File: src/rtl/emi_defs.svh
// Register offsets, bit positions and reset values of the MAC interrupt block
`ifndef EMI_DEFS_SVH
`define EMI_DEFS_SVH

// ==========================================================================
// Register byte offsets
`define EMI_OFF_RAW 12'h000
`define EMI_OFF_MASKED 12'h004
`define EMI_OFF_ENABLE 12'h008
`define EMI_OFF_CLEAR 12'h00C
`define EMI_OFF_STATE 12'h010
`define EMI_OFF_CTRL 12'h014

// ==========================================================================
// Source bit positions
`define EMI_B_TX_DONE 0
`define EMI_B_TX_STOP 1
`define EMI_B_TX_NOBUF 2
`define EMI_B_JABBER 3
`define EMI_B_RX_OVF 4
`define EMI_B_TX_UNF 5
`define EMI_B_RX_DONE 6
`define EMI_B_RX_NOBUF 7
`define EMI_B_RX_STOP 8
`define EMI_B_RX_WDOG 9
`define EMI_B_EARLY_TX 10
`define EMI_B_BUS_ERR 13
`define EMI_B_EARLY_RX 14
`define EMI_B_ABN_SUM 15
`define EMI_B_NORM_SUM 16
`define EMI_B_PHY 24
`define EMI_B_TSTAMP 25

// Control register bits
`define EMI_C_JUMBO 0
`define EMI_C_MASKED_VIEW 1

// ==========================================================================
// Widths, limits and reset values
`define EMI_NSRC 26
`define EMI_SRC_RESET 26'h0000000
`define EMI_EN_RESET 26'h0000000
`define EMI_LEN_STD 14'h0800
`define EMI_LEN_JUMBO 14'h2800
`define EMI_ZERO32 32'h00000000

`endif

File: src/rtl/emi_pkg.sv
// Types shared by the MAC interrupt block
package emi_pkg;
    typedef logic [25:0] emi_src_t;
    typedef enum logic [1:0] {
        EMI_RUN,
        EMI_SUSPEND,
        EMI_STOP
    } emi_proc_e;
endpackage

File: src/rtl/emi_irq.sv
// MAC and DMA interrupt status, enable and summary logic with APB access
//
// The APB register port and the register offsets were decided locally.
`timescale 1ns/1ps
`include "emi_defs.svh"

module emi_irq (
    input wire logic core_clk,
    input wire logic resetn,
    input wire logic psel,
    input wire logic penable,
    input wire logic pwrite,
    input wire logic [11:0] paddr,
    input wire logic [31:0] pwdata,
    output logic [31:0] prdata,
    output logic pready,
    output logic pslverr,
    input wire logic tx_done_ev,
    input wire logic rx_done_ev,
    input wire logic early_rx_ev,
    input wire logic early_tx_ev,
    input wire logic tx_underflow_ev,
    input wire logic rx_overflow_ev,
    input wire logic bus_error_ev,
    input wire logic [2:0] bus_error_cause,
    input wire logic rx_desc_host_owned,
    input wire logic tx_desc_host_owned,
    input wire logic rx_poll_demand,
    input wire logic tx_poll_demand,
    input wire logic rx_stop_req,
    input wire logic tx_stop_req,
    input wire logic rx_frame_end,
    input wire logic tx_frame_end,
    input wire logic [13:0] rx_frame_len,
    input wire logic [13:0] tx_frame_len,
    input wire logic phy_irq,
    input wire logic tstamp_irq,
    input wire logic timestamp_status_read,
    output logic irq_q,
    output logic dma_enable_q,
    output logic rx_suspend_q,
    output logic tx_suspend_q,
    output logic tx_abort_q
);

    // ======================================================================
    // State
    emi_pkg::emi_src_t src_q;
    emi_pkg::emi_src_t src_d;
    emi_pkg::emi_src_t en_q;
    emi_pkg::emi_src_t set_ev;
    emi_pkg::emi_src_t clr_mask;
    emi_pkg::emi_proc_e rx_st_q;
    emi_pkg::emi_proc_e tx_st_q;
    logic [1:0] ctrl_q;
    logic [2:0] err_cause_q;
    logic [2:0] phy_sync_q;
    logic [2:0] ts_sync_q;
    logic phy_lvl_q;
    logic ts_lvl_q;
    logic phy_rise;
    logic ts_rise;
    logic norm_sum;
    logic abn_sum;
    logic wr_en;
    logic rd_en;
    logic addr_ok;
    logic rx_wdog;
    logic jabber;
    logic rx_stop_entry;
    logic tx_stop_entry;

    // Limit of the frame length depends on jumbo mode
    function automatic logic over_limit(input logic [13:0] len, input logic jumbo);
        over_limit = jumbo ? (len > `EMI_LEN_JUMBO) : (len > `EMI_LEN_STD);
    endfunction

    // ======================================================================
    // APB decode: zero wait states, unmapped addresses answer with error
    assign addr_ok = (paddr == `EMI_OFF_RAW) || (paddr == `EMI_OFF_MASKED) ||
                     (paddr == `EMI_OFF_ENABLE) || (paddr == `EMI_OFF_CLEAR) ||
                     (paddr == `EMI_OFF_STATE) || (paddr == `EMI_OFF_CTRL);
    assign wr_en = psel && penable && pwrite && addr_ok;
    assign rd_en = psel && !penable && !pwrite;

    // ======================================================================
    // Pin inputs from the PHY and timestamp domains: three flops, the last two stages must agree
    always_ff @(posedge core_clk) begin
        if (!resetn) begin
            phy_sync_q <= 3'h0;
            ts_sync_q <= 3'h0;
            phy_lvl_q <= 1'b0;
            ts_lvl_q <= 1'b0;
        end else begin
            phy_sync_q <= {phy_sync_q[1:0], phy_irq};
            ts_sync_q <= {ts_sync_q[1:0], tstamp_irq};
            if (phy_sync_q[1] == phy_sync_q[2]) begin
                phy_lvl_q <= phy_sync_q[2];
            end
            if (ts_sync_q[1] == ts_sync_q[2]) begin
                ts_lvl_q <= ts_sync_q[2];
            end
        end
    end
    assign phy_rise = (phy_sync_q[1] == phy_sync_q[2]) && phy_sync_q[2] && !phy_lvl_q;
    assign ts_rise = (ts_sync_q[1] == ts_sync_q[2]) && ts_sync_q[2] && !ts_lvl_q;

    // ======================================================================
    // Event collection
    assign rx_wdog = rx_frame_end && over_limit(rx_frame_len, ctrl_q[`EMI_C_JUMBO]);
    assign jabber = tx_frame_end && over_limit(tx_frame_len, ctrl_q[`EMI_C_JUMBO]);
    assign rx_stop_entry = (rx_stop_req || bus_error_ev) && (rx_st_q != emi_pkg::EMI_STOP);
    assign tx_stop_entry = (tx_stop_req || bus_error_ev || jabber) &&
                           (tx_st_q != emi_pkg::EMI_STOP);

    always_comb begin
        set_ev = `EMI_SRC_RESET;
        set_ev[`EMI_B_TX_DONE] = tx_done_ev;
        set_ev[`EMI_B_RX_DONE] = rx_done_ev;
        set_ev[`EMI_B_EARLY_RX] = early_rx_ev;
        set_ev[`EMI_B_EARLY_TX] = early_tx_ev;
        set_ev[`EMI_B_TX_UNF] = tx_underflow_ev;
        set_ev[`EMI_B_RX_OVF] = rx_overflow_ev;
        set_ev[`EMI_B_BUS_ERR] = bus_error_ev;
        set_ev[`EMI_B_RX_WDOG] = rx_wdog;
        set_ev[`EMI_B_JABBER] = jabber;
        set_ev[`EMI_B_RX_NOBUF] = rx_desc_host_owned && (rx_st_q == emi_pkg::EMI_RUN);
        set_ev[`EMI_B_TX_NOBUF] = tx_desc_host_owned && (tx_st_q == emi_pkg::EMI_RUN);
        set_ev[`EMI_B_RX_STOP] = rx_stop_entry;
        set_ev[`EMI_B_TX_STOP] = tx_stop_entry;
        set_ev[`EMI_B_PHY] = phy_rise;
        set_ev[`EMI_B_TSTAMP] = ts_rise;
        set_ev[`EMI_B_NORM_SUM] = norm_sum;
        set_ev[`EMI_B_ABN_SUM] = abn_sum;
    end

    // Summaries come from masked constituents; they are latched like any source
    assign norm_sum = |(src_q & en_q & ((26'h1 << `EMI_B_TX_DONE) | (26'h1 << `EMI_B_RX_DONE) |
                     (26'h1 << `EMI_B_TX_NOBUF) | (26'h1 << `EMI_B_EARLY_RX)));
    assign abn_sum = |(src_q & en_q & ((26'h1 << `EMI_B_TX_STOP) | (26'h1 << `EMI_B_JABBER) |
                    (26'h1 << `EMI_B_RX_OVF) | (26'h1 << `EMI_B_TX_UNF) |
                    (26'h1 << `EMI_B_RX_NOBUF) | (26'h1 << `EMI_B_RX_STOP) |
                    (26'h1 << `EMI_B_RX_WDOG) | (26'h1 << `EMI_B_EARLY_TX) |
                    (26'h1 << `EMI_B_BUS_ERR)));

    // ======================================================================
    // Sticky flags: write-one-to-clear, set wins over clear
    always_comb begin
        clr_mask = `EMI_SRC_RESET;
        if (wr_en && paddr == `EMI_OFF_CLEAR) begin
            clr_mask = pwdata[`EMI_NSRC-1:0];
        end
        clr_mask[`EMI_B_TSTAMP] = clr_mask[`EMI_B_TSTAMP] || timestamp_status_read;
        src_d = (src_q & ~clr_mask) | set_ev;
    end

    always_ff @(posedge core_clk) begin
        if (!resetn) begin
            src_q <= `EMI_SRC_RESET;
        end else begin
            src_q <= src_d;
        end
    end

    // ======================================================================
    // Enable and control registers
    always_ff @(posedge core_clk) begin
        if (!resetn) begin
            en_q <= `EMI_EN_RESET;
            ctrl_q <= 2'h0;
        end else if (wr_en) begin
            if (paddr == `EMI_OFF_ENABLE) begin
                en_q <= pwdata[`EMI_NSRC-1:0];
            end
            if (paddr == `EMI_OFF_CTRL) begin
                ctrl_q <= pwdata[1:0];
            end
        end
    end

    // ======================================================================
    // DMA process states; stopped is left only through reset
    always_ff @(posedge core_clk) begin
        if (!resetn) begin
            rx_st_q <= emi_pkg::EMI_RUN;
        end else begin
            case (rx_st_q)
                emi_pkg::EMI_RUN: begin
                    if (rx_stop_entry) begin
                        rx_st_q <= emi_pkg::EMI_STOP;
                    end else if (rx_desc_host_owned) begin
                        rx_st_q <= emi_pkg::EMI_SUSPEND;
                    end
                end
                emi_pkg::EMI_SUSPEND: begin
                    if (rx_stop_entry) begin
                        rx_st_q <= emi_pkg::EMI_STOP;
                    end else if (rx_poll_demand && !rx_desc_host_owned) begin
                        rx_st_q <= emi_pkg::EMI_RUN;
                    end
                end
                emi_pkg::EMI_STOP: rx_st_q <= emi_pkg::EMI_STOP;
                default: rx_st_q <= emi_pkg::EMI_RUN;
            endcase
        end
    end

    always_ff @(posedge core_clk) begin
        if (!resetn) begin
            tx_st_q <= emi_pkg::EMI_RUN;
        end else begin
            case (tx_st_q)
                emi_pkg::EMI_RUN: begin
                    if (tx_stop_entry) begin
                        tx_st_q <= emi_pkg::EMI_STOP;
                    end else if (tx_desc_host_owned || tx_underflow_ev) begin
                        tx_st_q <= emi_pkg::EMI_SUSPEND;
                    end
                end
                emi_pkg::EMI_SUSPEND: begin
                    if (tx_stop_entry) begin
                        tx_st_q <= emi_pkg::EMI_STOP;
                    end else if (tx_poll_demand && !tx_desc_host_owned) begin
                        tx_st_q <= emi_pkg::EMI_RUN;
                    end
                end
                emi_pkg::EMI_STOP: tx_st_q <= emi_pkg::EMI_STOP;
                default: tx_st_q <= emi_pkg::EMI_RUN;
            endcase
        end
    end

    // ======================================================================
    // Outputs, all registered
    always_ff @(posedge core_clk) begin
        if (!resetn) begin
            irq_q <= 1'b0;
            dma_enable_q <= 1'b1;
            err_cause_q <= 3'h0;
            rx_suspend_q <= 1'b0;
            tx_suspend_q <= 1'b0;
            tx_abort_q <= 1'b0;
        end else begin
            // Line follows latched summaries and the PHY and timestamp flags, so clearing a constituent source alone does not drop it
            irq_q <= |(src_q & en_q & ((26'h1 << `EMI_B_NORM_SUM) | (26'h1 << `EMI_B_ABN_SUM) |
                     (26'h1 << `EMI_B_PHY) | (26'h1 << `EMI_B_TSTAMP)));
            if (bus_error_ev) begin
                dma_enable_q <= 1'b0;
                err_cause_q <= bus_error_cause;
            end
            rx_suspend_q <= (rx_st_q != emi_pkg::EMI_RUN);
            tx_suspend_q <= (tx_st_q != emi_pkg::EMI_RUN);
            tx_abort_q <= jabber;
        end
    end

    always_ff @(posedge core_clk) begin
        if (!resetn) begin
            prdata <= `EMI_ZERO32;
            pready <= 1'b0;
            pslverr <= 1'b0;
        end else begin
            pready <= psel && !penable;
            pslverr <= psel && !penable && !addr_ok;
            prdata <= `EMI_ZERO32;
            if (rd_en) begin
                case (paddr)
                    `EMI_OFF_RAW: prdata <= {6'h00, ctrl_q[`EMI_C_MASKED_VIEW] ?
                                             (src_q & en_q) : src_q};
                    `EMI_OFF_MASKED: prdata <= {6'h00, src_q & en_q};
                    `EMI_OFF_ENABLE: prdata <= {6'h00, en_q};
                    `EMI_OFF_STATE: prdata <= {24'h000000, err_cause_q, tx_st_q, rx_st_q,
                                               dma_enable_q};
                    `EMI_OFF_CTRL: prdata <= {30'h00000000, ctrl_q};
                    default: prdata <= `EMI_ZERO32;
                endcase
            end
        end
    end

    // ======================================================================
    // Checks
    AST_IRQ_NEEDS_ENABLE: assert property (@(posedge core_clk) disable iff (!resetn)
        irq_q |-> $past(|(src_q & en_q))) else $error("irq without enabled source");
    AST_STICKY: assert property (@(posedge core_clk) disable iff (!resetn)
        (src_q[`EMI_B_RX_OVF] && !clr_mask[`EMI_B_RX_OVF]) |=> src_q[`EMI_B_RX_OVF])
        else $error("flag dropped without clear");
    AST_SET_WINS: assert property (@(posedge core_clk) disable iff (!resetn)
        (tx_underflow_ev && clr_mask[`EMI_B_TX_UNF]) |=> src_q[`EMI_B_TX_UNF])
        else $error("clear beat set");
    AST_BUS_ERR: assert property (@(posedge core_clk) disable iff (!resetn)
        bus_error_ev |=> (!dma_enable_q && src_q[`EMI_B_BUS_ERR]))
        else $error("bus error not handled");
    AST_JABBER: assert property (@(posedge core_clk) disable iff (!resetn)
        jabber |=> (src_q[`EMI_B_JABBER] && tx_abort_q && tx_st_q == emi_pkg::EMI_STOP))
        else $error("jabber not handled");
    AST_NORM_SUM: assert property (@(posedge core_clk) disable iff (!resetn)
        (src_q[`EMI_B_TX_DONE] && en_q[`EMI_B_TX_DONE]) |=> src_q[`EMI_B_NORM_SUM])
        else $error("normal summary missing");
    AST_ABN_SUM: assert property (@(posedge core_clk) disable iff (!resetn)
        (src_q[`EMI_B_BUS_ERR] && en_q[`EMI_B_BUS_ERR]) |=> src_q[`EMI_B_ABN_SUM])
        else $error("abnormal summary missing");
    AST_TS_CLEAR: assert property (@(posedge core_clk) disable iff (!resetn)
        (timestamp_status_read && !ts_rise) |=> !src_q[`EMI_B_TSTAMP])
        else $error("timestamp flag not cleared");
    AST_RX_RESUME: assert property (@(posedge core_clk) disable iff (!resetn)
        (rx_st_q == emi_pkg::EMI_SUSPEND && !rx_poll_demand && !rx_stop_entry)
        |=> rx_st_q == emi_pkg::EMI_SUSPEND) else $error("rx resumed without poll");

endmodule

File: config.mk
export PLATFORM = sky130hd
export DESIGN_NAME = emi_irq
export DESIGN_NICKNAME = d
export VERILOG_FILES = /design/src/rtl/emi_pkg.sv /design/src/rtl/emi_irq.sv
export VERILOG_INCLUDE_DIRS = /design/src /design/src/rtl
export SDC_FILE = /design/constraint.sdc
export NUM_CORES = 1
export LEC_CHECK = 0
export BUFFER_PORTS_ARGS = -buffer_cell sky130_fd_sc_hd__buf_2
export CORE_MARGIN = 2
export CORE_UTILIZATION = 46
export CTS_CLUSTER_DIAMETER = 30
export DETAILED_ROUTE_END_ITERATION = 6
export GPL_ROUTABILITY_DRIVEN = 0
export HOLD_SLACK_MARGIN = 0.03
export PLACE_DENSITY_LB_ADDON = 0.12
export SLEW_MARGIN = 20
export SYNTH_ARGS = -nofsm -noshare
export SYNTH_HDL_FRONTEND = slang
export SYNTH_SLANG_ARGS = --single-unit
export TNS_END_PERCENT = 100
File: constraint.sdc
create_clock -name core_clk -period 1.95 [get_ports core_clk]
set_input_delay 0.195 -clock core_clk [delete_from_list [all_inputs] [get_ports core_clk]]
set_output_delay 0.195 -clock core_clk [all_outputs]
set_load 0.01 [all_outputs]
* After elaboration in Yosys (flattened, before gate mapping) *
Index checks and enable logic that the tools add are counted.

cells by class
  magnitude comparators = 4
  equal/unequal tests = 17
  multiplexer cells = 15
  bitwise operators = 4
  reduce and logical (&&, ||, !) cells = 49

operators with widths
  operator                                                         number
  case mux 26 bit (5 select lines)                                 1
  AND 26 bit                                                       2
  2-to-1 mux 26 bit                                                2
  greater-than comparator 14 x 12 -> 1 bit, second input constant  2
  greater-than comparator 14 bit, second input constant            2
  NOT 26 bit                                                       1
  bitwise OR 26 bit                                                1
  == test 12 x 4 -> 1 bit, second input constant                   2
  == test 12 x 5 -> 1 bit, second input constant                   2
  logical AND 1 bit                                                19
  2-to-1 mux 2 bit                                                 8
  == test 12 x 3 -> 1 bit, second input constant                   1
  logical NOT 12 bit                                               1
  case mux 2 bit (3 select lines)                                  2
  logical OR 1 bit                                                 10
  AND reduction 2 bit                                              5
  != test 3 bit, second input constant                             3
  OR reduction 9 bit                                               1
  OR reduction 4 bit                                               2
  logical NOT 1 bit                                                7
  == test 2 x 1 -> 1 bit, second input constant                    2
  == test 2 bit, second input constant                             2
  logical NOT 2 bit                                                2
  != test 2 bit, second input constant                             2
  4 further kinds                                                  7

word-level totals
  flip-flop bits (word level) = 108
  bits of input ports = 98
  output and inout bits = 39
  word-level logic and storage cells = 107

* Longest topological paths before layout *
  word-level depth = 13
  mapped depth = 7
  gate-level depth less buffers = 4

* Least setup slack after synthesis *
OpenSTA, ideal clock, no wires.

  kind = input to register
  start point = input paddr[8]
  end point = register en_q[10]
  setup time = 0.120 ns
  arrival = 1.767 ns
  data required time = 1.830 ns
  path slack = 0.063 ns
  stages = 7
  buffers on the path = 3
  cells stage by stage = or4_4 buf_6 or4_4 buf_6 buf_6 o21ai_1 a21boi_1

on the way
  word-level cells in the longest chain between the ends = 8
  elaborated cells between the ends (all ways) = 13
  classes of those cells = eq/ne (5); reduce/logical (8)

RTL lines
  what                                                                  RTL line        RTL
  from (decl)                                                           emi_irq.sv:13   input wire logic [11:0] paddr,
  == test 12 x 3 -> 1 bit / logical NOT 12 bit (equally long branches)  -
  logical OR 1 bit (5 in a row)                                         emi_irq.sv:80   assign addr_ok = (paddr == `EMI_OFF_RAW) || (paddr == `EMI_OFF_MASKED) ||
  logical AND 1 bit                                                     emi_irq.sv:83   assign wr_en = psel && penable && pwrite && addr_ok;
  AND reduction 2 bit (no line) *                                       -
  to (signal assigned)                                                  emi_irq.sv:169  en_q <= `EMI_EN_RESET;
  to (signal assigned)                                                  emi_irq.sv:173  en_q <= pwdata[`EMI_NSRC-1:0];
  to (decl)                                                             emi_irq.sv:50   emi_pkg::emi_src_t en_q;

Every way passes the cells marked *; elsewhere a longest branch is shown, timed or not.
A chain may end at the register's enable or synchronous reset.

* Final worst setup path *
  start point = input paddr[8]
  end point = register en_q[25]

The elaborated chain is that of the path after synthesis.

==> results by group <==
Yosys
  – Synth area leaders: dfxtp_1 (45%), o21ai_0 (5.4%), a32oi_1 (3.9%), a21boi_1 (3.3%), nand3_1 (3.2%)
  – Syn. warnings: 0
  – #FFs+latches synth: 102
  – Async set-reset flop share out of synthesis: 0%
  – Most common cell in the netlist: dfxtp_1
  – Syn avg cell area: 8.65 um2
  – Post-synth top area share: 45.2%
  – Post-synthesis cell count: 522
  – Post-synth top area cell: dfxtp_1
  – Commonest cells in the synthesized netlist: dfxtp_1 (102), o21ai_0 (49), nand2_1 (34)
  – Top_reg_cell synth: dfxtp_1
  – Sequential area share after synthesis: 45.2%
  – Post-synthesis cell area: between 4000 and 5000 um2
  – Number of synthesized flops with an enable pin: 0
  – Unique masters post-synth: 51

Routing
  – Vias: 4420
  – Routed wire length: 12.5 mm
  – Wire length on met1: 5.65 mm
  – Drt pass-1 iters: 5
  – DR vias/cell: 5.57
  – Antenna-violating nets left: 0
  – DR iter-0 viols: between 200 and 300
  – Metal3 WL: about 900 um
  – Wire per inst: 15.8 um
  – Met2 wire len: a little under 6 mm
  – Top layer in use: met4
  – DRC viols: 0

CTS
  – Worst-skew pair later-pin latency: ~360 ps
  – H-tree levels: 3
  – TritonCTS clock tree: built
  – Num Clock Sinks: 102
  – Clock slew at reported path FFs: around 100 ps
  – Postcts setup bufs: 0
  – Max Root-Sink Buffers: 2
  – CTS Root Cell: clkbuf_8
  – Cts bufs inserted: 9

STA
  – Period minus WS final: 1570 ps
  – Slew Viols, Final: 0
  – Max frequency: 636 MHz
  – Clock Skew: between 10 and 15 ps
  – RSZ-0062 raised after global routing: false
  – Final Hold Violating Endpoints: 0
  – Fin crit share: 80.6%
  – Final setup margin: between 300 and 400 ps
  – Final setup fails: 0
  – Setup tns final: 0 ps

Power
  – Peak supply drop: 0.428 mV
  – Tot Pwr: 4.12 mW
  – Power Dens Cells: 724 nW/um2
  – Leak pwr: 2.43 nW

Global route
  – Largest net degree at the start of global routing: 54
  – Vias in the first global route: 3935
  – All-Layer GR Usage: about a quarter
  – Grt total ovfl: 0
  – Initial antenna violation count: 0
  – First-pass GRT wire length: 19.5 mm

Floorplanning
  – Core Rows: 36
  – DIE AREA: 10600 um2
  – Core box area: 9640 um2
  – Initial Utilization: 46.8%
  – Die height: 103 um
  – I/O pin count: 137
  – Die width: 103 um

Critical path
  – Crit path max fanout: 26
  – Crit path cell chain: buf_2 > or4_4 > or4_4 > o21ai_0 > a21boi_0
  – Crit-path slowest cell: or4_4
  – Crit path top cell by count: or4_4
  – Worst EP arrival: approximately 1800 ps
  – Critical Path Max Stage Delay: about 670 ps
  – Setup CP Type: in2reg
  – Crit start category: input pin
  – Crit path capture type: flip-flop
  – Data required, critical path: 2190 ps

Cells and area
  – Final net count: 756
  – Fill count: 915
  – Layout cells sized above 1: between 20 and 30%
  – Final instance area: 5680 um2
  – Synth-to-Final Area Change: 25.9%
  – Antenna cells: 0

Place
  – HPWL after DPL: approximately 8.7 mm
  – Pre-CTS WS: 5.38 ps
  – Placed inst area: 5310 um2
  – Buffers on Ports: approximately 120

Run status
  – Status: complete, no violations

Min path
  – Hold Crit Class: in2reg

Flow run
  – Max-cap violation count: 0
[worst max-delay path: cells and delay by family]
kind / cells / cell delay, ps
buffers and inverters: 1 / 90
and+or+nand+nor: 2 / 1200
AOI/OAI and AO/OA: 2 / 320
[sequential cells by signal, indices dropped and copies added (netlist names), 2 cells and up]
register,count
prdata,26
ctrl_q,2
ts_sync_q,3
err_cause_q,3
en_q,26
phy_sync_q,3
tx_st_q,2
src_q,26
rx_st_q,2
[layer usage]
layer  vias up  global-route usage (%)
met2       170                    36.8
li1       2130                       -
met5         -                       0
met3         8                    4.00
met4         0                    7.19
met1      2112                    33.4
[layout by cell type (no fill, tap or decap), types with 8 or more instances in the layout]
| master | instances |
|---|---|
| buf_2 | 124 |
| a32oi_1 | 20 |
| a31oi_1 | 8 |
| inv_1 | 33 |
| dfxtp_1 | 102 |
| a21oi_1 | 24 |
| nor2b_1 | 17 |
| nor2_1 | 27 |
| dlygate4sd3_1 | 14 |
| nand3_1 | 29 |
| clkbuf_8 | 9 |
| o21ai_1 | 20 |
| a21boi_1 | 20 |
| a21boi_0 | 9 |
| buf_4 | 20 |
| nand2_1 | 34 |
| o21ai_0 | 49 |
[power breakdown]
group | switching, mW | internal [mW] | total [mW]
Clock | 0.728 | 0.851 | 1.58
Sequential | 0.0393 | 2.12 | 2.16
Combinational | 0.201 | 0.174 | 0.375
[logic make-up after synthesis]
| group | after synthesis | share of synthesized area (%) |
|---|---|---|
| simple gates | 152 | 18.3 |
| compound gates | 182 | 26.4 |
| buf+inv | 76 | 7.85 |
| other cells | 1 | 0.0831 |
| mux | 7 | 1.55 |
| fa+ha+maj | 2 | 0.554 |
| flops | 102 | 45.2 |
[layout make-up]
type                       instances  area (um2)  area share [%]
multi-input combinational        349        2150            37.8
sequential                       102        2040            35.9
timing repair buffer             161         971            17.1
tap                              133         166            2.93
clock buffer                      10         128            2.25
inverter                          33         124            2.18
clock inverter                     5         106            1.87
[repair_timing]
| item | 4_1_cts | 5_1_grt |
|---|---|---|
| hold buffers | 14 | 0 |
| hold endpoints to repair | 14 | 0 |
| gates resized for setup | 0 | 0 |
[path summary, 6_finish.rpt]
kind | start | to | slack, ps | depth (start not counted)
worst max-delay path | paddr[8] | en_q[25]$_SDFFE_PN0P_ | 380 | 5
worst min register to register | ts_sync_q[0]$_SDFF_PN0_ | ts_sync_q[1]$_SDFF_PN0_ | 440 | 1
worst max register to register | ctrl_q[1]$_SDFFE_PN0P_ | prdata[15]$_SDFF_PN0_ | 380 | 5
worst min-delay path | pwdata[5] | src_q[5]$_SDFF_PN0_ | 30 | 2
[through the flow]
stage / hold slack [ps] / utilization [%] / instances
after floorplan: 267 / - / 527
after global placement: 388 / 55.1 / 764
after detailed placement: 390 / 55.1 / 764
after CTS: 30.4 / 59.0 / 793
after global routing: 39.6 / 59.0 / 793
final: 33.1 / 59.0 / 793
Power figures use the tool's default switching activity.
